--- config.mk ---
export PLATFORM = sky130hd
export DESIGN_NAME = usf_top
export DESIGN_NICKNAME = d
export VERILOG_FILES = /design/src/verilog/usf_top.v /design/src/verilog/usf_modem_watch.v /design/src/verilog/usf_rx_check.v
export VERILOG_INCLUDE_DIRS = /design/src /design/src/verilog
export SDC_FILE = /design/constraint.sdc
export NUM_CORES = 1
export LEC_CHECK = 0
export BUFFER_PORTS_ARGS = -buffer_cell sky130_fd_sc_hd__buf_4
export CORE_MARGIN = 5
export CORE_UTILIZATION = 45
export DETAILED_ROUTE_END_ITERATION = 16
export GPL_TIMING_DRIVEN = 0
export PLACE_DENSITY_LB_ADDON = 0.15
export SYNTH_ARGS = -nofsm -noshare
export SYNTH_HDL_FRONTEND = slang
export SYNTH_SLANG_ARGS = --single-unit
--- constraint.sdc ---
create_clock -name core_clk -period 5.05 [get_ports core_clk]
set_input_delay 0 -clock core_clk [delete_from_list [all_inputs] [get_ports core_clk]]
set_output_delay 0 -clock core_clk [all_outputs]
set_load 0.05 [all_outputs]
--- src/verilog/usf_map.vh ---
// Register offsets, field positions and reset values of the status-flag block
`ifndef USF_MAP_VH
`define USF_MAP_VH

// Byte offsets on the AHB-Lite register port
`define USF_OFS_STATUS      8'h00
`define USF_OFS_CONTROL     8'h04
`define USF_OFS_CHARS       8'h08
`define USF_OFS_RX_DATA     8'h0C
`define USF_OFS_IRQ_STATUS  8'h10
`define USF_OFS_IRQ_MASK    8'h14

// Status register bit positions
`define USF_SR_TX_READY     0
`define USF_SR_RX_READY     1
`define USF_SR_TX_EMPTY     2
`define USF_SR_PARITY_DLE   3
`define USF_SR_OVERRUN      4
`define USF_SR_FRAME_SYNC   5
`define USF_SR_CARRIER      6
`define USF_SR_SET_READY    7

// Control register bit positions
`define USF_CR_TX_ENABLE    0
`define USF_CR_RX_ENABLE    1
`define USF_CR_CLR_ERRORS   2
`define USF_CR_SYNC_MODE    3
`define USF_CR_PARITY_EN    4
`define USF_CR_TRANSPARENT  5
`define USF_CR_SINGLE_SYNC  6
`define USF_CR_WIDTH        7

// Character register fields: first sync, second sync, DLE
`define USF_CH_SYNC1_LSB    0
`define USF_CH_SYNC2_LSB    8
`define USF_CH_DLE_LSB      16

// Interrupt status bits
`define USF_IRQ_TX_EMPTY    0
`define USF_IRQ_RX_READY    1
`define USF_IRQ_ERROR       2
`define USF_IRQ_WIDTH       3

// Reset values
`define USF_RST_CONTROL     7'h00
`define USF_RST_CHARS       24'h10_1616
`define USF_RST_IRQ_MASK    3'h0

// AHB encodings
`define USF_HTRANS_NONSEQ   2'h2

`endif

--- src/verilog/usf_top.v ---
// Status flags, modem mirror, receive holding data and AHB-Lite registers
`timescale 1ns/10ps
`include "usf_map.vh"
module usf_top (
  input  wire        core_clk,
  input  wire        reset,
  input  wire        clk_en,
  // AHB-Lite slave
  input  wire        hsel,
  input  wire [7:0]  haddr,
  input  wire [1:0]  htrans,
  input  wire        hwrite,
  input  wire [2:0]  hsize,
  input  wire [31:0] hwdata,
  input  wire        hready,
  output wire [31:0] hrdata,
  output wire        hreadyout,
  output wire        hresp,
  // Transmitter side
  input  wire        tx_ready_in,
  input  wire        tx_char_loaded,
  input  wire        tx_shift_empty,
  // Receiver side
  input  wire        rx_char_valid,
  input  wire [7:0]  rx_char,
  input  wire        rx_parity_error,
  input  wire        rx_first_stop_ok,
  input  wire        rx_load_holding,
  // Modem lines, active low
  input  wire        carrier_detect_n,
  input  wire        set_ready_n,
  // Pins and interrupt
  output wire        tx_empty_modem_change_pin_n,
  output wire        irq
);

  // Bus pipeline and answer registers
  reg        dphase_q;
  reg        dwrite_q;
  reg [7:0]  daddr_q;
  reg [31:0] hrdata_q;
  reg        hreadyout_q;

  // Software-written configuration
  reg [`USF_CR_WIDTH-1:0] control_q;
  reg [23:0]              chars_q;
  reg [`USF_IRQ_WIDTH-1:0] irq_mask_q;
  reg [`USF_IRQ_WIDTH-1:0] irq_status_q;
  reg [`USF_IRQ_WIDTH-1:0] irq_status_d;
  reg                      irq_q;
  reg                      clr_errors_q;

  // Flags
  reg tx_empty_or_modem_change_flag_q;
  reg tx_armed_q;
  reg receive_ready_flag_q;
  reg parity_or_dle_flag_q;
  reg overrun_flag_q;
  reg framing_or_sync_flag_q;
  reg [7:0] rx_holding_q;
  reg pin_n_q;
  reg prev_tx_enable_q;

  wire [1:0] modem_flag;
  wire       modem_change;
  wire       parity_dle_evt;
  wire       frame_sync_evt;
  wire [7:0] line_status_flags;
  reg  [31:0] read_mux;

  // Decoded control fields and modem level flags
  wire transmit_enable_bit = control_q[`USF_CR_TX_ENABLE];
  wire rx_enable           = control_q[`USF_CR_RX_ENABLE];
  wire sync_mode           = control_q[`USF_CR_SYNC_MODE];
  wire parity_enable_bit   = control_q[`USF_CR_PARITY_EN];
  wire transparency_bit    = control_q[`USF_CR_TRANSPARENT];
  wire single_sync         = control_q[`USF_CR_SINGLE_SYNC];
  wire carrier_detect_flag = modem_flag[0];
  wire set_ready_flag      = modem_flag[1];

  // Address phase accepted when selected, nonsequential and bus ready
  wire addr_ok  = clk_en & hsel & hready & (htrans == `USF_HTRANS_NONSEQ);
  wire rd_take  = addr_ok & ~hwrite;
  wire wr_take  = clk_en & dphase_q & dwrite_q;

  // Register side effects of reads happen at address-phase acceptance
  wire status_read = rd_take & (haddr == `USF_OFS_STATUS);
  wire rxdata_read = rd_take & (haddr == `USF_OFS_RX_DATA);
  wire ctrl_write  = wr_take & (daddr_q == `USF_OFS_CONTROL);
  wire chars_write = wr_take & (daddr_q == `USF_OFS_CHARS);
  wire ims_write   = wr_take & (daddr_q == `USF_OFS_IRQ_STATUS);
  wire msk_write   = wr_take & (daddr_q == `USF_OFS_IRQ_MASK);

  // Transmitter enable edge, used to clear and disarm the empty flag
  wire tx_enable_rise = transmit_enable_bit & ~prev_tx_enable_q;

  // no sync-mode exclusion: fill characters do not suppress the event
  // empty condition only counts once a character has gone out
  wire tx_empty_evt = clk_en & tx_shift_empty & tx_armed_q & transmit_enable_bit;
  wire tx_flag_set  = tx_empty_evt | modem_change;
  wire rx_load      = clk_en & rx_load_holding & rx_enable;
  // overrun on load while previous character unread
  wire overrun_evt  = rx_load & receive_ready_flag_q & ~rxdata_read;
  wire err_evt      = parity_dle_evt | overrun_evt | frame_sync_evt;

  assign line_status_flags = {set_ready_flag, carrier_detect_flag,
                              framing_or_sync_flag_q, overrun_flag_q,
                              parity_or_dle_flag_q, tx_empty_or_modem_change_flag_q,
                              receive_ready_flag_q, tx_ready_in};

  usf_modem_watch u_modem (
    .core_clk   (core_clk),
    .reset      (reset),
    .clk_en     (clk_en),
    .modem_n    ({set_ready_n, carrier_detect_n}),
    .level_flag (modem_flag),
    .change_evt (modem_change)
  );

  usf_rx_check u_check (
    .core_clk         (core_clk),
    .reset            (reset),
    .clk_en           (clk_en),
    .rx_enable        (rx_enable),
    .sync_mode        (sync_mode),
    .parity_en        (parity_enable_bit),
    .transparent      (transparency_bit),
    .single_sync      (single_sync),
    .first_sync_char  (chars_q[`USF_CH_SYNC1_LSB +: 8]),
    .second_sync_char (chars_q[`USF_CH_SYNC2_LSB +: 8]),
    .dle_char         (chars_q[`USF_CH_DLE_LSB +: 8]),
    .char_valid       (rx_char_valid),
    .char_data        (rx_char),
    .parity_error     (rx_parity_error),
    .first_stop_ok    (rx_first_stop_ok),
    .parity_dle_evt   (parity_dle_evt),
    .frame_sync_evt   (frame_sync_evt)
  );

  // Bus pipeline: remember the address phase for the write data phase
  always @(posedge core_clk or posedge reset) begin
    if (reset) begin
      dphase_q    <= 1'b0;
      dwrite_q    <= 1'b0;
      daddr_q     <= 8'h00;
      hreadyout_q <= 1'b0;
    end else if (clk_en) begin
      hreadyout_q <= 1'b1;            // zero wait states once out of reset
      if (hready) begin
        dphase_q <= addr_ok;
        dwrite_q <= addr_ok & hwrite;
        daddr_q  <= haddr;
      end
    end
  end

  // Read mux; unmapped offsets read zero with an OKAY answer
  always @* begin
    read_mux = 32'h0000_0000;
    case (haddr)
      `USF_OFS_STATUS:     read_mux[7:0] = line_status_flags;
      `USF_OFS_CONTROL:    read_mux[`USF_CR_WIDTH-1:0] = control_q;
      `USF_OFS_CHARS:      read_mux[23:0] = chars_q;
      `USF_OFS_RX_DATA:    read_mux[7:0] = rx_holding_q;
      `USF_OFS_IRQ_STATUS: read_mux[`USF_IRQ_WIDTH-1:0] = irq_status_q;
      `USF_OFS_IRQ_MASK:   read_mux[`USF_IRQ_WIDTH-1:0] = irq_mask_q;
      default:             read_mux = 32'h0000_0000;
    endcase
  end

  // Read data latched at the address edge so it stands through the data phase
  always @(posedge core_clk or posedge reset) begin
    if (reset) begin
      hrdata_q <= 32'h0000_0000;
    end else if (rd_take) begin
      hrdata_q <= read_mux;
    end
  end

  // Control and character registers
  always @(posedge core_clk or posedge reset) begin
    if (reset) begin
      control_q    <= `USF_RST_CONTROL;
      chars_q      <= `USF_RST_CHARS;
      irq_mask_q   <= `USF_RST_IRQ_MASK;
      clr_errors_q <= 1'b0;
      prev_tx_enable_q <= 1'b0;
    end else if (clk_en) begin
      prev_tx_enable_q <= transmit_enable_bit;
      // clear-errors self clears; control_q never stores a one in its bit
      clr_errors_q <= ctrl_write & hwdata[`USF_CR_CLR_ERRORS];
      if (ctrl_write) begin
        control_q <= hwdata[`USF_CR_WIDTH-1:0] &
                     ~(7'h01 << `USF_CR_CLR_ERRORS);
      end
      if (chars_write) begin
        chars_q <= hwdata[23:0];
      end
      if (msk_write) begin
        irq_mask_q <= hwdata[`USF_IRQ_WIDTH-1:0];
      end
      // no branch writes the status offset
    end
  end

  // Transmit-empty / modem-change flag and its arming
  always @(posedge core_clk or posedge reset) begin
    if (reset) begin
      tx_empty_or_modem_change_flag_q <= 1'b0;
      tx_armed_q <= 1'b0;
    end else if (clk_en) begin
      // enable disarms until a character leaves the holding register
      if (tx_enable_rise) begin
        tx_armed_q <= 1'b0;
      end else if (tx_char_loaded) begin
        tx_armed_q <= 1'b1;
      end
      // set wins over clear so a coincident event is not lost
      if (tx_flag_set) begin
        tx_empty_or_modem_change_flag_q <= 1'b1;
      end else if (status_read | tx_enable_rise) begin
        tx_empty_or_modem_change_flag_q <= 1'b0;
      end
    end
  end

  // Receive holding data and receive-ready flag
  always @(posedge core_clk or posedge reset) begin
    if (reset) begin
      rx_holding_q         <= 8'h00;
      receive_ready_flag_q <= 1'b0;
    end else if (clk_en) begin
      if (rx_load) begin
        rx_holding_q <= rx_char;
      end
      // disable dominates; a load beats a coincident read
      if (~rx_enable) begin
        receive_ready_flag_q <= 1'b0;
      end else if (rx_load) begin
        receive_ready_flag_q <= 1'b1;
      end else if (rxdata_read) begin
        receive_ready_flag_q <= 1'b0;
      end
    end
  end

  // Error flags; a disabled receiver holds them clear
  always @(posedge core_clk or posedge reset) begin
    if (reset) begin
      parity_or_dle_flag_q   <= 1'b0;
      overrun_flag_q         <= 1'b0;
      framing_or_sync_flag_q <= 1'b0;
    end else if (clk_en) begin
      // receiver off clears; clear command loses to a new event
      if (~rx_enable) begin
        parity_or_dle_flag_q <= 1'b0;
        overrun_flag_q       <= 1'b0;
      end else begin
        if (parity_dle_evt) begin
          parity_or_dle_flag_q <= 1'b1;
        end else if (clr_errors_q) begin
          parity_or_dle_flag_q <= 1'b0;
        end
        if (overrun_evt) begin
          overrun_flag_q <= 1'b1;
        end else if (clr_errors_q) begin
          overrun_flag_q <= 1'b0;
        end
      end
      // clear source depends on the major mode
      if (~rx_enable) begin
        framing_or_sync_flag_q <= 1'b0;
      end else if (frame_sync_evt) begin
        framing_or_sync_flag_q <= 1'b1;
      end else if (sync_mode ? status_read : clr_errors_q) begin
        framing_or_sync_flag_q <= 1'b0;
      end
    end
  end

  // Interrupt status: sticky, write one to clear, new events win
  always @* begin
    irq_status_d = irq_status_q;
    if (ims_write) begin
      irq_status_d = irq_status_q & ~hwdata[`USF_IRQ_WIDTH-1:0];
    end
    if (tx_flag_set) begin
      irq_status_d[`USF_IRQ_TX_EMPTY] = 1'b1;
    end
    if (rx_load) begin
      irq_status_d[`USF_IRQ_RX_READY] = 1'b1;
    end
    if (err_evt) begin
      irq_status_d[`USF_IRQ_ERROR] = 1'b1;
    end
  end

  // Interrupt and pin outputs registered so they never glitch
  always @(posedge core_clk or posedge reset) begin
    if (reset) begin
      irq_status_q <= 3'h0;
      irq_q        <= 1'b0;
      pin_n_q      <= 1'b1;
    end else if (clk_en) begin
      irq_status_q <= irq_status_d;
      irq_q        <= |(irq_status_d & irq_mask_q);
      // pin low while the flag is set; one cycle behind the set
      pin_n_q      <= ~tx_empty_or_modem_change_flag_q;
    end
  end

  assign hrdata    = hrdata_q;
  assign hreadyout = hreadyout_q;
  assign hresp     = 1'b0;        // Always OKAY
  assign irq       = irq_q;
  assign tx_empty_modem_change_pin_n = pin_n_q;

endmodule // usf_top

--- src/verilog/usf_modem_watch.v ---
// Samples the modem inputs, mirrors them as flags and flags any change
`timescale 1ns/10ps
module usf_modem_watch (
  input  wire       core_clk,
  input  wire       reset,
  input  wire       clk_en,
  input  wire [1:0] modem_n,
  output wire [1:0] level_flag,
  output wire       change_evt
);

  reg  [1:0] sample_q;
  reg        primed_q;
  wire [1:0] diff;

  genvar i;
  generate
    for (i = 0; i < 2; i = i + 1) begin : g_line
      // mirror modem lines: low input reads as a set flag
      always @(posedge core_clk or posedge reset) begin
        if (reset) begin
          sample_q[i] <= 1'b1;
        end else if (clk_en) begin
          sample_q[i] <= modem_n[i];
        end
      end
      assign level_flag[i] = ~sample_q[i];
      assign diff[i]       = sample_q[i] ^ modem_n[i];
    end
  endgenerate

  // First sample after reset is not a change; the preset level is a guess
  always @(posedge core_clk or posedge reset) begin
    if (reset) begin
      primed_q <= 1'b0;
    end else if (clk_en) begin
      primed_q <= 1'b1;
    end
  end

  assign change_evt = primed_q & clk_en & (|diff);

endmodule // usf_modem_watch

--- src/verilog/usf_rx_check.v ---
// Classifies each assembled character into error and sync/DLE events
`timescale 1ns/10ps
module usf_rx_check (
  input  wire       core_clk,
  input  wire       reset,
  input  wire       clk_en,
  input  wire       rx_enable,
  input  wire       sync_mode,
  input  wire       parity_en,
  input  wire       transparent,
  input  wire       single_sync,
  input  wire [7:0] first_sync_char,
  input  wire [7:0] second_sync_char,
  input  wire [7:0] dle_char,
  input  wire       char_valid,
  input  wire [7:0] char_data,
  input  wire       parity_error,
  input  wire       first_stop_ok,
  output wire       parity_dle_evt,
  output wire       frame_sync_evt
);

  reg  prev_dle_q;
  reg  prev_sync1_q;
  reg  synced_q;
  wire is_dle   = char_data == dle_char;
  wire is_sync1 = char_data == first_sync_char;
  wire is_sync2 = char_data == second_sync_char;
  wire sync_hit = single_sync ? is_sync1 : (prev_sync1_q & is_sync2);
  wire strobe   = char_valid & rx_enable & clk_en;

  // parity error; first DLE of a pair only
  assign parity_dle_evt = strobe & (parity_en ? parity_error :
                          (sync_mode & transparent & is_dle & ~prev_dle_q));

  // async stop bit; sync pattern; transparent DLE-sync
  assign frame_sync_evt = strobe & (~sync_mode ? ~first_stop_ok :
                          (~transparent ? sync_hit :
                          (synced_q ? (prev_dle_q & is_sync1) : sync_hit)));

  // History of the last character; a DLE pair consumes both characters
  always @(posedge core_clk or posedge reset) begin
    if (reset) begin
      prev_dle_q   <= 1'b0;
      prev_sync1_q <= 1'b0;
      synced_q     <= 1'b0;
    end else if (clk_en) begin
      if (~rx_enable) begin
        prev_dle_q   <= 1'b0;
        prev_sync1_q <= 1'b0;
        synced_q     <= 1'b0;
      end else if (char_valid) begin
        prev_dle_q   <= is_dle & ~prev_dle_q;
        prev_sync1_q <= is_sync1;
        if (sync_mode & sync_hit) begin
          synced_q <= 1'b1;
        end
      end
    end
  end

endmodule // usf_rx_check

==> flow_metrics.env <==
export IMPL_dr_pass1_iters=4
export IMPL_h_tree_depth=3
export IMPL_syn_to_final_growth_pct=33.4
export IMPL_worstMarginPinSlew_ns=0.916
export IMPL_vias_per_cell=5.16
export IMPL_n_antenna_cell=0
export IMPL_fp_dieH_um=110
export IMPL_grt_usage_pct=19.9
export IMPL_ir_drop_mv=0.120
export IMPL_max_freq_ghz=0.433
export IMPL_drc=0
export IMPL_fin_cells=658
export IMPL_crit_slowest_cell="or4b_2"
export IMPL_drtAntennaViolNets=0
export IMPL_avgSynthCellArea_um2=12.2
export IMPL_yosys_warnings=0
export IMPL_fill_cells=823
export IMPL_hold_viol=0
export IMPL_yosys_cell_types_count=48
export IMPL_cts_sinks=94
export IMPL_grt_max_degree=72
export IMPL_portBuffers=81
export IMPL_cp_arrival_ns=2.53
export IMPL_fin_crit_sh_pct=45.8
export IMPL_fin_util_pct=61.4
export IMPL_grt_pass1_vias=3533
export IMPL_drt_wl_total_um=11200
export IMPL_cts_tree="built"
export IMPL_cts_inserted_buffers=9
export IMPL_whs_ns=0.0304
export IMPL_worstPathCellList="or4b_2, nor4_4, nand2_1, a22o_1, a311oi_1, o221ai_1"
export IMPL_yosysTopAreaCellShare_pct=46.7
export IMPL_hpwl_um=8170
export IMPL_syn_instance_count=370
export IMPL_die_w_um=110
export IMPL_cp_end_kind="register"
export IMPL_routedWlPerCell_um=16.9
export IMPL_core_rowCount=36
export IMPL_required_ns=5.27
export IMPL_synth_edf_count=0
export IMPL_slew_viol_final=0
export IMPL_vias=3394
export IMPL_slew_headroom_pct=38.4
export IMPL_rsz0062_at_grt="false"
export IMPL_clk_latency_ns=0.35
export IMPL_cts_buffer_depth=2
export IMPL_cts_root_buf="clkbuf_8"
export IMPL_dp_cells=593
export IMPL_mappedNetlistArea_mm2=0.00450
export IMPL_cpLargestDelayFamily="simple AND/OR/NAND/NOR gates"
export IMPL_p_leak_nw=2.86
export IMPL_path_max_fanout=3
export IMPL_die_area_mm2=0.0121
export IMPL_post_synth_top_area_cell="dfrtp_1"
export IMPL_synth_seq_area_share_pct=52.5
export IMPL_hold_class="in -> reg"
export IMPL_drtIter0Drc=192
export IMPL_core_area_mm2=0.00977
export IMPL_critical_path_class="reg -> reg"
export IMPL_cts_hold_buffers_added=49
export IMPL_synthFlopType="dfrtp_1"
export IMPL_post_route_min_period_ns=2.31
export IMPL_nets=588
export IMPL_reg2reg_slack_ns=2.74
export IMPL_post_cts_resized=0
export IMPL_final_cell_area_mm2=0.00600
export IMPL_finalSetupTns_ns=0
export IMPL_async_flop_share_pct=100
export IMPL_cts_setup_buffers=0
export IMPL_fin_skew_ns=0.00872
export IMPL_final_setup_viol_count=0
export IMPL_setup_worst_path_start_class="register"
export IMPL_path_buf_inv=0
export IMPL_antenna_found_initial=0
export IMPL_ys_ff_latch=94
export IMPL_layout_drive_gt1_share_pct=35.4
export IMPL_dpl_cell_area_mm2=0.00534
export IMPL_overflow=0
export IMPL_start_util_pct=46.1
export IMPL_pwr_density_cell_mw_per_mm2=241
export IMPL_gp_congestion=0.804
export IMPL_clk_pin_slew_worst_paths_ns=0.09
export IMPL_drv_cap=0
export IMPL_synth_area_top_cells="dfrtp_1 47%, mux2_2 7.0%, mux2_4 6.7%, dfstp_2 5.8%, xor2_1 5.1%"
export IMPL_status="finished clean"
export IMPL_grt_pass1_wl_um=18300
export IMPL_num_io_pins=104
export IMPL_cpPeakStageDelay_ns=0.73
## cell usage after synthesis, drive strengths merged (2+ instances only)
cell / count
o31ai: 2
xor2: 26
o21ai: 23
clkbuf: 7
inv: 10
or3: 2
mux4: 5
mux2i: 6
a31oi: 2
nor2: 10
buf: 19
dfrtp: 84
nand2: 40
a21o: 2
a311oi: 2
o221ai: 2
or4: 4
nand3: 13
or4b: 2
dfstp: 10
a21oi: 9
mux2: 48
nor4: 8
nor3: 4
a22o: 17
## placed cells by master, fill, tap and decap left out, types with 2 or more instances in the layout
cell type      count
a21oi_1            9
mux4_2             5
conb_1             9
or4_1              3
nand3_1           13
mux2i_1            6
mux2_4            20
inv_1              9
dlygate4sd3_1     49
nor4_1             6
buf_1              3
nor2_1            10
clkbuf_8          10
nand2_1           40
o31ai_1            2
dfstp_2           10
a31oi_1            2
mux2_2            28
buf_2              3
xor2_1            26
nor4_4             2
buf_6              4
o21ai_0           23
a22o_1            17
buf_4             90
o221ai_1           2
dfrtp_1           84
clkinvlp_4         4
nor3_1             3
a21o_1             2
clkbuf_1           8
## worst reg2reg max path, cell delays in order (launching register included)
cell	delay (ns)
dfrtp_1	0.39
or4b_2	0.73
nor4_4	0.26
nand2_1	0.10
a22o_1	0.20
a311oi_1	0.31
o221ai_1	0.18
## through the flow
stage	total power, mW	setup WS, ns
after global placement	0.971	1.51
final	1.45	2.74
after global routing	1.51	2.64
after floorplan	0.906	2.62
after detailed placement	0.978	2.77
after CTS	1.46	2.73
## sequential cells by signal (all words and copies together) (netlist names), 2 cells and up
register / cells
irq_status_q: 3
control_q: 6
u_modem.sample_q: 2
chars_q: 24
rx_holding_q: 8
daddr_q: 8
hrdata: 24
irq_mask_q: 3
## area by class of cell
class	instances	area [um^2]	area share [%]
Clock buffer	11	141	2.36
Clock inverter	5	35.0	0.584
Multi-Input combinational cell	248	1960	32.7
Inverter	10	40.0	0.667
Tap cell	133	166	2.77
Timing Repair Buffer	131	1130	18.8
Sequential cell	94	2360	39.4
Buffer	26	165	2.75
## per-layer routing
| metal | global-route usage (%) | share of wire (%) | up-vias | wire, um |
|---|---|---|---|---|
| met5 | 0 | 0 | - | 0 |
| met4 | 4.36 | 0.96 | 0 | 107 |
| met3 | 4.54 | 5.7 | 8 | 634 |
| met2 | 31.7 | 48 | 91 | 5300 |
| met1 | 27.9 | 46 | 1689 | 5110 |
| li1 | - | - | 1606 | - |
## logic make-up after synthesis
kind of cell	share of synthesized area, %
flip-flops	52.5
AND/OR/NAND/NOR	10.3
AO/OA/AOI/OAI	10.0
multiplexers	17.5
buffers and inverters	4.50
XOR/XNOR	5.06
other	0.0833
## path summary, 6_finish.rpt
kind	end	start	cells after the start
max	irq	daddr_q[5]	6
min	tx_empty_or_modem_change_flag_q	tx_shift_empty	5
min in group asynchronous	hrdata[9]	reset	3
max in group asynchronous	chars_q[2]	reset	4
max reg2reg	irq	daddr_q[5]	6
min reg2reg	tx_empty_modem_change_pin_n	tx_empty_or_modem_change_flag_q	1
## where the power goes
part	leakage [nW]	internal, mW	switching [mW]
clock network	0.0776	0.192	0.264
registers	1.18	0.779	0.0161
logic	1.61	0.100	0.0966
total	2.86	1.07	0.377
Note: power is estimated with default switching activity, not from simulation.
